## src/mrp_pkg.sv

```systemverilog
// Purpose: Shared constants and carriers for the multi-record DRAM packer.
// Assumes: 256-bit memory words, 64-byte header, four 16-bit lanes in.
// Notes:   Page size is fixed here; a different memory changes PAGE_WORDS.
package mrp_pkg;

  localparam int unsigned NUM_CH      = 4;
  localparam int unsigned SAMPLE_W    = 16;
  localparam int unsigned DW          = 256;
  localparam int unsigned AW          = 24;
  localparam int unsigned HDR_BYTES   = 64;
  localparam int unsigned HDR_WORDS   = HDR_BYTES * 8 / DW;
  localparam int unsigned PAGE_WORDS  = 16;
  localparam int unsigned PAGE_SHIFT  = 4;
  localparam int unsigned PACK12_W    = 12;
  localparam int unsigned PACK14_W    = 16;
  localparam int unsigned CNT_W       = 24;
  localparam logic [15:0] HDR_MARK    = 16'h5a5a;

  // Sample width selection.
  typedef enum logic [1:0] {
    MRP_FMT_16,
    MRP_FMT_12,
    MRP_FMT_14
  } mrp_fmt_t;

  // One beat of samples from all channels.
  typedef struct packed {
    logic                         valid;
    logic [NUM_CH*SAMPLE_W-1:0]   data;
  } mrp_beat_t;

  // One memory write request.
  typedef struct packed {
    logic          valid;
    logic [AW-1:0] addr;
    logic [DW-1:0] data;
  } mrp_wr_t;

endpackage : mrp_pkg

```

## src/mrp_packer.sv

```systemverilog
// Purpose: Packs interleaved channel samples densely into memory words.
// Assumes: One beat per cycle at most; flush emits a partly filled word.
// Notes:   Unused bit positions of a flushed word read as zero.
`timescale 1ns/1ps
module mrp_packer (
  input  wire logic              clk_sys_i, // System clock.
  input  wire logic              srst_i,    // Synchronous reset.
  input  wire mrp_pkg::mrp_fmt_t fmt_i,     // Sample width mode.
  input  wire mrp_pkg::mrp_beat_t beat_i,   // Interleaved beat in.
  input  wire logic              flush_i,   // Emit partial word.
  output logic                   word_vld_o, // Packed word ready.
  output logic [mrp_pkg::DW-1:0] word_o     // Packed word.
);

  localparam int unsigned ACC_W = 2 * mrp_pkg::DW;
  localparam int unsigned PTR_W = 10;

  logic [ACC_W-1:0] acc;
  logic [PTR_W-1:0] fill;
  logic [mrp_pkg::NUM_CH*mrp_pkg::SAMPLE_W-1:0] squeezed;
  logic [PTR_W-1:0] beat_bits;
  logic [ACC_W-1:0] merged;

  // Width that each sample takes in memory.
  function automatic logic [4:0] lane_w(input mrp_pkg::mrp_fmt_t f);
    case (f)
      mrp_pkg::MRP_FMT_12: lane_w = 5'(mrp_pkg::PACK12_W);
      mrp_pkg::MRP_FMT_14: lane_w = 5'(mrp_pkg::PACK14_W);
      default:             lane_w = 5'(mrp_pkg::SAMPLE_W);
    endcase
  endfunction : lane_w

  // Channels sit side by side, each trimmed to its stored width.
  always_comb begin
    squeezed = '0;
    for (int c = 0; c < mrp_pkg::NUM_CH; c++) begin
      if (fmt_i == mrp_pkg::MRP_FMT_12) begin
        squeezed[c*mrp_pkg::PACK12_W +: mrp_pkg::PACK12_W] =
          beat_i.data[c*mrp_pkg::SAMPLE_W +: mrp_pkg::PACK12_W]; // RL4
      end else begin
        squeezed[c*mrp_pkg::SAMPLE_W +: mrp_pkg::SAMPLE_W] =
          beat_i.data[c*mrp_pkg::SAMPLE_W +: mrp_pkg::SAMPLE_W]; // RL7
      end
    end
    beat_bits = PTR_W'(mrp_pkg::NUM_CH * lane_w(fmt_i)); // RL6
    // Accumulator with the new beat appended above the filled bits.
    merged    = acc | (ACC_W'(squeezed) << fill); // RL4
  end

  // Bits spill past a word boundary into the next word without a gap.
  always_ff @(posedge clk_sys_i) begin
    if (srst_i) begin
      acc        <= '0;
      fill       <= '0;
      word_vld_o <= 1'b0;
      word_o     <= '0;
    end else begin
      word_vld_o <= 1'b0;
      if (beat_i.valid) begin
        if (32'(fill) + 32'(beat_bits) >= mrp_pkg::DW) begin
          word_vld_o <= 1'b1;
          word_o     <= merged[mrp_pkg::DW-1:0]; // RL4
          acc  <= merged >> mrp_pkg::DW;
          fill <= PTR_W'(32'(fill) + 32'(beat_bits) - mrp_pkg::DW);
        end else begin
          acc  <= merged;
          fill <= fill + beat_bits;
        end
      end else if (flush_i && fill != '0) begin
        word_vld_o <= 1'b1;
        word_o     <= acc[mrp_pkg::DW-1:0];
        acc        <= '0;
        fill       <= '0;
      end
    end
  end

endmodule : mrp_packer

```

## src/mrp_dram_packer.sv

```systemverilog
// Purpose: Writes triggered multi-channel records into DRAM with headers.
// Assumes: Memory accepts one word per cycle when mem_rdy_i is high.
// Notes:   A stalled memory drops data words; no buffer sits in front of it.
//
// Behaviour
// RL1 - Each record starts with 64-byte header
// RL2 - Pad record up to memory word width
// RL3 - Records occupy whole pages of wide words
// RL4 - Twelve-bit samples packed with no gaps
// RL5 - Data ring keeps pre-trigger samples
// RL6 - All channels written together, interleaved
// RL7 - Fourteen-bit samples stored in sixteen bits
// RL8 - Header holds the trigger information
// RL9 - Reader unpacks words and splits channels
// RL10 - Reader realigns by trigger, trims length
// RL11 - Address wraps in region, captured at trigger
// RL12 - Stop after post-trigger count, next page slot
`timescale 1ns/1ps
module mrp_dram_packer (
  input  wire logic                  clk_sys_i,  // System clock.
  input  wire logic                  srst_i,     // Synchronous reset.
  input  wire logic                  arm_i,      // Start a record.
  input  wire mrp_pkg::mrp_fmt_t     fmt_i,      // Sample width mode.
  input  wire logic [mrp_pkg::CNT_W-1:0] ring_words_i, // Data ring words.
  input  wire logic [mrp_pkg::CNT_W-1:0] post_beats_i, // Post-trigger beats.
  input  wire logic [mrp_pkg::AW-1:0] base_addr_i, // First record slot.
  input  wire mrp_pkg::mrp_beat_t    beat_i,     // Interleaved samples.
  input  wire logic                  trig_i,     // Trigger pulse.
  input  wire logic                  mem_rdy_i,  // Memory accepts.
  output mrp_pkg::mrp_wr_t           mem_wr_o,   // Memory write.
  output logic                       busy_o,     // Record in progress.
  output logic                       done_o,     // Record finished pulse.
  output logic [15:0]                rec_cnt_o   // Records stored.
);

  typedef enum logic [2:0] {
    ST_IDLE,
    ST_PRE,
    ST_POST,
    ST_FLUSH,
    ST_HDR
  } mrp_state_t;

  mrp_state_t state;
  logic [mrp_pkg::AW-1:0]    slot_base;
  logic [mrp_pkg::CNT_W-1:0] wptr;
  logic [mrp_pkg::CNT_W-1:0] trig_ptr;
  logic [mrp_pkg::CNT_W-1:0] post_cnt;
  logic                      wrapped;
  logic [1:0]                hdr_idx;
  logic                      pk_vld;
  logic [mrp_pkg::DW-1:0]    pk_word;
  logic                      flush;
  mrp_pkg::mrp_beat_t        beat_g;
  logic [mrp_pkg::DW-1:0]    hdr_word;
  logic [mrp_pkg::CNT_W-1:0] rec_words;
  logic                      hdr_go;

  // Data words begin after the header words of the slot.
  function automatic logic [mrp_pkg::AW-1:0] data_addr(
      input logic [mrp_pkg::AW-1:0]    base,
      input logic [mrp_pkg::CNT_W-1:0] ptr);
    data_addr = base + mrp_pkg::AW'(mrp_pkg::HDR_WORDS) + ptr; // RL1
  endfunction : data_addr

  // Beats only count while a record is open.
  always_comb begin
    beat_g.valid = beat_i.valid && (state == ST_PRE || state == ST_POST);
    beat_g.data  = beat_i.data;
    flush        = (state == ST_FLUSH);
    // A partial word from the flush lands in the first header cycle; the
    // header step waits for it so that neither word is lost on the port.
    hdr_go       = (state == ST_HDR) && mem_rdy_i && !pk_vld; // RL1
  end

  mrp_packer u_packer (
    .clk_sys_i  (clk_sys_i),
    .srst_i     (srst_i),
    .fmt_i      (fmt_i),
    .beat_i     (beat_g),
    .flush_i    (flush),
    .word_vld_o (pk_vld),
    .word_o     (pk_word)
  );

  // Header carries trigger pointer, wrap flag, ring size and format.
  always_comb begin
    hdr_word = '0;
    if (hdr_idx == 2'h0) begin
      hdr_word[15:0]   = mrp_pkg::HDR_MARK;
      hdr_word[47:24]  = trig_ptr; // RL8
      hdr_word[48]     = wrapped;
      hdr_word[55:50]  = 6'(fmt_i);
      hdr_word[87:64]  = ring_words_i;
      hdr_word[119:96] = post_beats_i;
      hdr_word[143:128] = rec_cnt_o;
    end
  end

  // Slot size in whole pages: header plus ring, rounded up to a page.
  always_comb begin
    rec_words = ring_words_i + mrp_pkg::CNT_W'(mrp_pkg::HDR_WORDS)
              + mrp_pkg::CNT_W'(mrp_pkg::PAGE_WORDS - 1); // RL3
    rec_words = (rec_words >> mrp_pkg::PAGE_SHIFT)
                << mrp_pkg::PAGE_SHIFT; // RL3
  end

  // Record sequencing: pre-trigger ring, post count, flush, header.
  always_ff @(posedge clk_sys_i) begin
    if (srst_i) begin
      state    <= ST_IDLE;
      post_cnt <= '0;
      hdr_idx  <= '0;
      done_o   <= 1'b0;
    end else begin
      done_o <= 1'b0;
      case (state)
        ST_IDLE: begin
          if (arm_i) begin
            state <= ST_PRE;
          end
        end
        ST_PRE: begin
          if (trig_i) begin
            post_cnt <= '0;
            state    <= (post_beats_i == '0) ? ST_FLUSH : ST_POST;
          end
        end
        ST_POST: begin
          if (beat_i.valid) begin
            post_cnt <= post_cnt + 1'b1;
            if (post_cnt + 1'b1 >= post_beats_i) begin
              state <= ST_FLUSH; // RL12
            end
          end
        end
        ST_FLUSH: begin
          hdr_idx <= '0;
          state   <= ST_HDR; // RL2
        end
        ST_HDR: begin
          if (hdr_go) begin
            hdr_idx <= hdr_idx + 1'b1;
            if (32'(hdr_idx) == mrp_pkg::HDR_WORDS - 1) begin
              state  <= ST_IDLE;
              done_o <= 1'b1;
            end
          end
        end
        default: state <= ST_IDLE;
      endcase
    end
  end

  // Ring write pointer and trigger capture.
  always_ff @(posedge clk_sys_i) begin
    if (srst_i) begin
      wptr     <= '0;
      wrapped  <= 1'b0;
      trig_ptr <= '0;
    end else begin
      if (state == ST_IDLE && arm_i) begin
        wptr    <= '0;
        wrapped <= 1'b0;
      end else if (pk_vld) begin
        if (wptr + 1'b1 >= ring_words_i) begin
          wptr    <= '0; // RL11
          wrapped <= 1'b1; // RL5
        end else begin
          wptr <= wptr + 1'b1; // RL5
        end
      end
      if (state == ST_PRE && trig_i) begin
        trig_ptr <= wptr; // RL11
      end
    end
  end

  // Slot base advances by whole pages once a record completes.
  always_ff @(posedge clk_sys_i) begin
    if (srst_i) begin
      slot_base <= '0;
      rec_cnt_o <= '0;
    end else if (state == ST_IDLE && arm_i && rec_cnt_o == '0) begin
      slot_base <= base_addr_i;
    end else if (hdr_go && 32'(hdr_idx) == mrp_pkg::HDR_WORDS - 1) begin
      slot_base <= slot_base + mrp_pkg::AW'(rec_words); // RL12
      rec_cnt_o <= rec_cnt_o + 1'b1;
    end
  end

  // Memory writes: data words as packed, header words at the end.
  always_ff @(posedge clk_sys_i) begin
    if (srst_i) begin
      mem_wr_o <= '0;
    end else if (pk_vld) begin
      mem_wr_o.valid <= 1'b1; // RL6
      mem_wr_o.addr  <= data_addr(slot_base, wptr); // RL5
      mem_wr_o.data  <= pk_word;
    end else if (hdr_go) begin
      mem_wr_o.valid <= 1'b1;
      mem_wr_o.addr  <= slot_base + mrp_pkg::AW'(hdr_idx); // RL1
      mem_wr_o.data  <= hdr_word; // RL8
    end else begin
      mem_wr_o.valid <= 1'b0;
    end
  end

  assign busy_o = (state != ST_IDLE);

endmodule : mrp_dram_packer

```

## config.mk

```make
export PLATFORM = sky130hd
export DESIGN_NAME = mrp_dram_packer
export DESIGN_NICKNAME = d
export VERILOG_FILES = /design/src/mrp_pkg.sv /design/src/mrp_packer.sv /design/src/mrp_dram_packer.sv
export SDC_FILE = /design/constraint.sdc
export NUM_CORES = 2
export LEC_CHECK = 0
export BUFFER_PORTS_ARGS = -buffer_cell sky130_fd_sc_hd__buf_4
export CORE_UTILIZATION = 45
export CTS_CLUSTER_SIZE = 30
export DETAILED_ROUTE_END_ITERATION = 7
export PLACE_DENSITY = 0.68
export SLEW_MARGIN = 20
export SYNTH_ARGS = -nofsm -noshare
export SYNTH_HDL_FRONTEND = slang
export SYNTH_SLANG_ARGS = --single-unit
```

## constraint.sdc

```tcl
create_clock -name clk_sys_i -period 7.8 [get_ports clk_sys_i]
set_input_delay 2.34 -clock clk_sys_i [delete_from_list [all_inputs] [get_ports clk_sys_i]]
set_output_delay 2.34 -clock clk_sys_i [all_outputs]
set_load 0.02 [all_outputs]
```

==> metrics.md <==
| Metric | Value |
|---|---|
| Final Util | 0.526 |
| Die W | 357 µm |
| Final Skew | 0.0326 ns |
| Vias per cell | 6.45 |
| GPL Wtd Cong | 1.06 |
| WP buf/inv | 5 |
| Number of hold buffers added after cts | 0 |
| Synth-to-layout area growth | 15.5% |
| Initial DRC Count | 7952 |
| CTS Buf Count | 131 |
| Post_cts resized | 0 |
| Non-filler cells, final | 8915 |
| Number of port buffers | 442 |
| Placeable Area | 124000 µm² |
| DRC errors left | 2 |
| Reg2reg path depth | 17 |
| Crit path max-delay family | buffers and inverters |
| P_leak | 25.7 nW |
| Final WS setup | 1.47 ns |
| Tcrit/Tclk final | 0.812 |
| Worst Setup Start Kind | input port |
| Peak per-stage delay on the critical path | 0.87 ns |
| Routed WL per cell | 27.8 µm |
| Worst min-delay path class | reg2reg |
| Worst Path Max Fanout | 87 |
| Crit. path cell count | 18 |
| Ys async rst share | 0 |
| Yosys cell types | 79 |
| WS Path Type | in2reg |
| Slowest CP cell | buf_4 |
| GR Overflow Total | 0 |
| Number of synthesized register bits | 1175 |
| Sequential area share after synthesis | 0.416 |
| Synth warn | 0 |
| 1st-pass router iterations | 8 |
| Setup tns final | 0 ns |
| Cells after synthesis | 7084 |
| Violations in the final reports | design-rule violations |
| Pwr Total | 17.5 mW |
| Final hold slack | 0.449 ns |
| Post-CTS Setup Inserts | 0 |
| Slew headroom | 0.105 |
| Die height | 357 µm |
| Vias in the first global route | 52100 |
| VDD IR-drop max | 274 µV |
| Initial Util | 0.456 |
| Clock insertion delay at the later pin of the skew report | 0.79 ns |
| Clock Pin Slew Worst Setup and Hold Paths | 0.06 ns |
| Most used cell, CP | buf_4 |
| Hold path depth | 2 |
| Internal reg-to-reg setup slack | 2.74 ns |
| # rows | 129 |
| Slew at the pin with the worst max-slew slack | 1.33 ns |
| EDFF count, synth | 0 |
| Nets | 7445 |
| Final setup fails | 0 |
| Layout cells sized above 1 | 0.124 |
| # IOs | 443 |
| Clk root buf | clkbuf_16 |
| CTS tree | yes |
| Max cap viols | 0 |
| RSZ-0062 raised after global routing | no |
| Post-route ant nets | 0 |
| Final Hold Fails | 0 |
| Hpwl dp | 167000 µm |
| GR Util All Layers | 0.375 |
| DP Cell Count | 8675 |
| WP data required | 8.42 ns |
| First-pass GRT wire length | 356000 µm |
| Crit. Startpoint | fmt_i[1] |
| Pins Over Slew Limit | 0 |
| F_max | 0.158 GHz |
| Largest net degree at the start of global routing | 199 |
| Clock buffer depth | 3 |
| Crit. End Element | register |
| H-tree depth | 4 |
| Worst path cell trace | buf_4 -> nand2b_4 -> inv_2 -> buf_4 -> ha_1 -> a21o_1 -> a21o_1 -> nand3_1 -> xor2_1 -> ha_1 -> and4b_1 -> a2111oi_4 -> nor2_4 -> buf_4 -> buf_4 -> o21ai_0 -> o22ai_1 -> nor2_1 |
| Cell Area, Placed | 60900 µm² |
| Dominant synthesized flop cell | dfxtp_1 |
| Clk sink count | 1175 |
| Reg2Reg Capture Point | u_packer.word_o[108]$_SDFFE_PP0P_ |
| Synth Net Count | 7357 |
| Design area | 65300 µm² |
| Syn avg cell area | 7.98 µm² |
| Final wirelength | 248000 µm |
| Die Area | 127000 µm² |
| Initial antenna violation count | 6 |
| Cell area after synthesis | 56600 µm² |
| Via Count | 57500 |
| PwrDens | 268 nW/µm² |
| Min Tclk post-route | 6.33 ns |
| Status | finished with violations |
| Worst reg2reg startpoint | u_packer.fill[4]$_SDFFE_PP0P_ |
| CP Capture Point | u_packer.word_o[108]$_SDFFE_PP0P_ |
| Pre-CTS WS | 0.813 ns |
| Critical Path AT | 6.95 ns |
## cells in the final DEF, fill, tap and decap left out, types with 69 or more instances in the layout
master / n
nand3_1: 240
a211oi_1: 316
a22oi_1: 190
nor2_1: 1064
clkbuf_16: 134
and3_1: 197
o21ai_0: 197
nor3_1: 379
a21o_1: 69
and2_1: 122
o22ai_1: 177
xnor2_1: 78
dfxtp_1: 1172
a21oi_1: 838
a221oi_1: 111
ha_1: 124
inv_1: 78
buf_4: 577
nand2_1: 405
## worst register-to-register path, cell delays in order, from the launching register on
cell,delay [ns]
dfxtp_2,0.31
buf_4,0.39
ha_1,0.26
inv_1,0.06
fa_1,0.44
nor2b_1,0.12
o21ai_0,0.10
xnor2_1,0.19
buf_4,0.18
ha_1,0.14
and4b_1,0.32
a2111oi_4,0.12
nor2_4,0.19
buf_4,0.51
buf_4,0.98
o21ai_0,0.32
o22ai_1,0.18
nor2_1,0.06
## Yosys cell counts (all sizes together), types with 78 or more instances
| master | instances | area, µm² |
|---|---|---|
| nand3 | 240 | 1200 |
| nor3 | 384 | 1920 |
| and3 | 197 | 1230 |
| xnor2 | 78 | 683 |
| nand2 | 407 | 1530 |
| a21oi | 841 | 4210 |
| dfxtp | 1175 | 23500 |
| ha | 125 | 1560 |
| a211oi | 317 | 2380 |
| and2 | 125 | 782 |
| o21ai | 215 | 1080 |
| buf | 152 | 711 |
| a22oi | 190 | 1430 |
| nor2 | 1082 | 4070 |
| a221oi | 111 | 972 |
| clkbuf | 483 | 1820 |
| o22ai | 181 | 1140 |
| inv | 82 | 308 |
## worst min-delay path by stage
stage                                         from                        endpoint  slack, ns
floorplan           u_packer.acc[108]$_SDFFE_PP0P_  u_packer.acc[108]$_SDFFE_PP0P_       0.42
global placement    u_packer.acc[110]$_SDFFE_PP0P_  u_packer.acc[110]$_SDFFE_PP0P_       0.44
detailed placement  u_packer.acc[236]$_SDFFE_PP0P_  u_packer.acc[236]$_SDFFE_PP0P_       0.44
CTS                 u_packer.acc[236]$_SDFFE_PP0P_  u_packer.acc[236]$_SDFFE_PP0P_       0.45
global route        u_packer.acc[238]$_SDFFE_PP0P_  u_packer.acc[238]$_SDFFE_PP0P_       0.46
finish              u_packer.acc[236]$_SDFFE_PP0P_  u_packer.acc[236]$_SDFFE_PP0P_       0.45
## layout make-up
cell class | instances | area [µm²]
Tap cell | 1637 | 2050
Fill cell | 11700 | 58800
Timing Repair Buffer | 590 | 4580
Antenna cell | 5 | 12.5
Sequential cell | 1175 | 23500
Clock buffer | 188 | 3770
Clock inverter | 46 | 643
Multi-Input combinational cell | 5191 | 30500
Inverter | 83 | 314
## logic make-up (layout without fill, tap and decap cells)
| group | after synthesis | count (layout) | synth area share |
|---|---|---|---|
| compound gates | 2237 | 2237 | 0.256 |
| xor+xnor | 138 | 138 | 0.0214 |
| fa+ha+maj | 129 | 129 | 0.0291 |
| buf+inv | 718 | 907 | 0.0502 |
| flops | 1175 | 1175 | 0.416 |
| mux | 101 | 101 | 0.0192 |
| other cells | 0 | 5 | 0 |
| simple gates | 2586 | 2586 | 0.208 |
## flip-flops by register name, indices dropped and copies added, names as in the netlist
| name | count |
|---|---|
| rec_cnt_o | 16 |
| post_cnt | 24 |
| u_packer.word_vld_o | 1 |
| u_packer.acc | 512 |
| wrapped | 1 |
| slot_base | 24 |
| done_o | 1 |
| state | 3 |
| trig_ptr | 24 |
| hdr_idx | 2 |
| u_packer.word_o | 256 |
| u_packer.fill | 6 |
| mem_wr_o | 281 |
| wptr | 24 |
## layer usage
metal | up-vias | wire (µm) | part of all wire | global-route usage
met5 | - | 24 | 0.000097 | 0
met4 | 4 | 14700 | 0.059 | 0.195
met3 | 634 | 27800 | 0.11 | 0.101
met2 | 3469 | 106000 | 0.43 | 0.556
met1 | 27600 | 99700 | 0.40 | 0.497
li1 | 25800 | - | - | -
## where the power goes
group / switching, mW / internal, mW
sequential: 0.451 / 6.45
combinational: 3.03 / 1.14
clock: 2.72 / 3.70
Note: power is estimated with default switching activity, not from simulation.
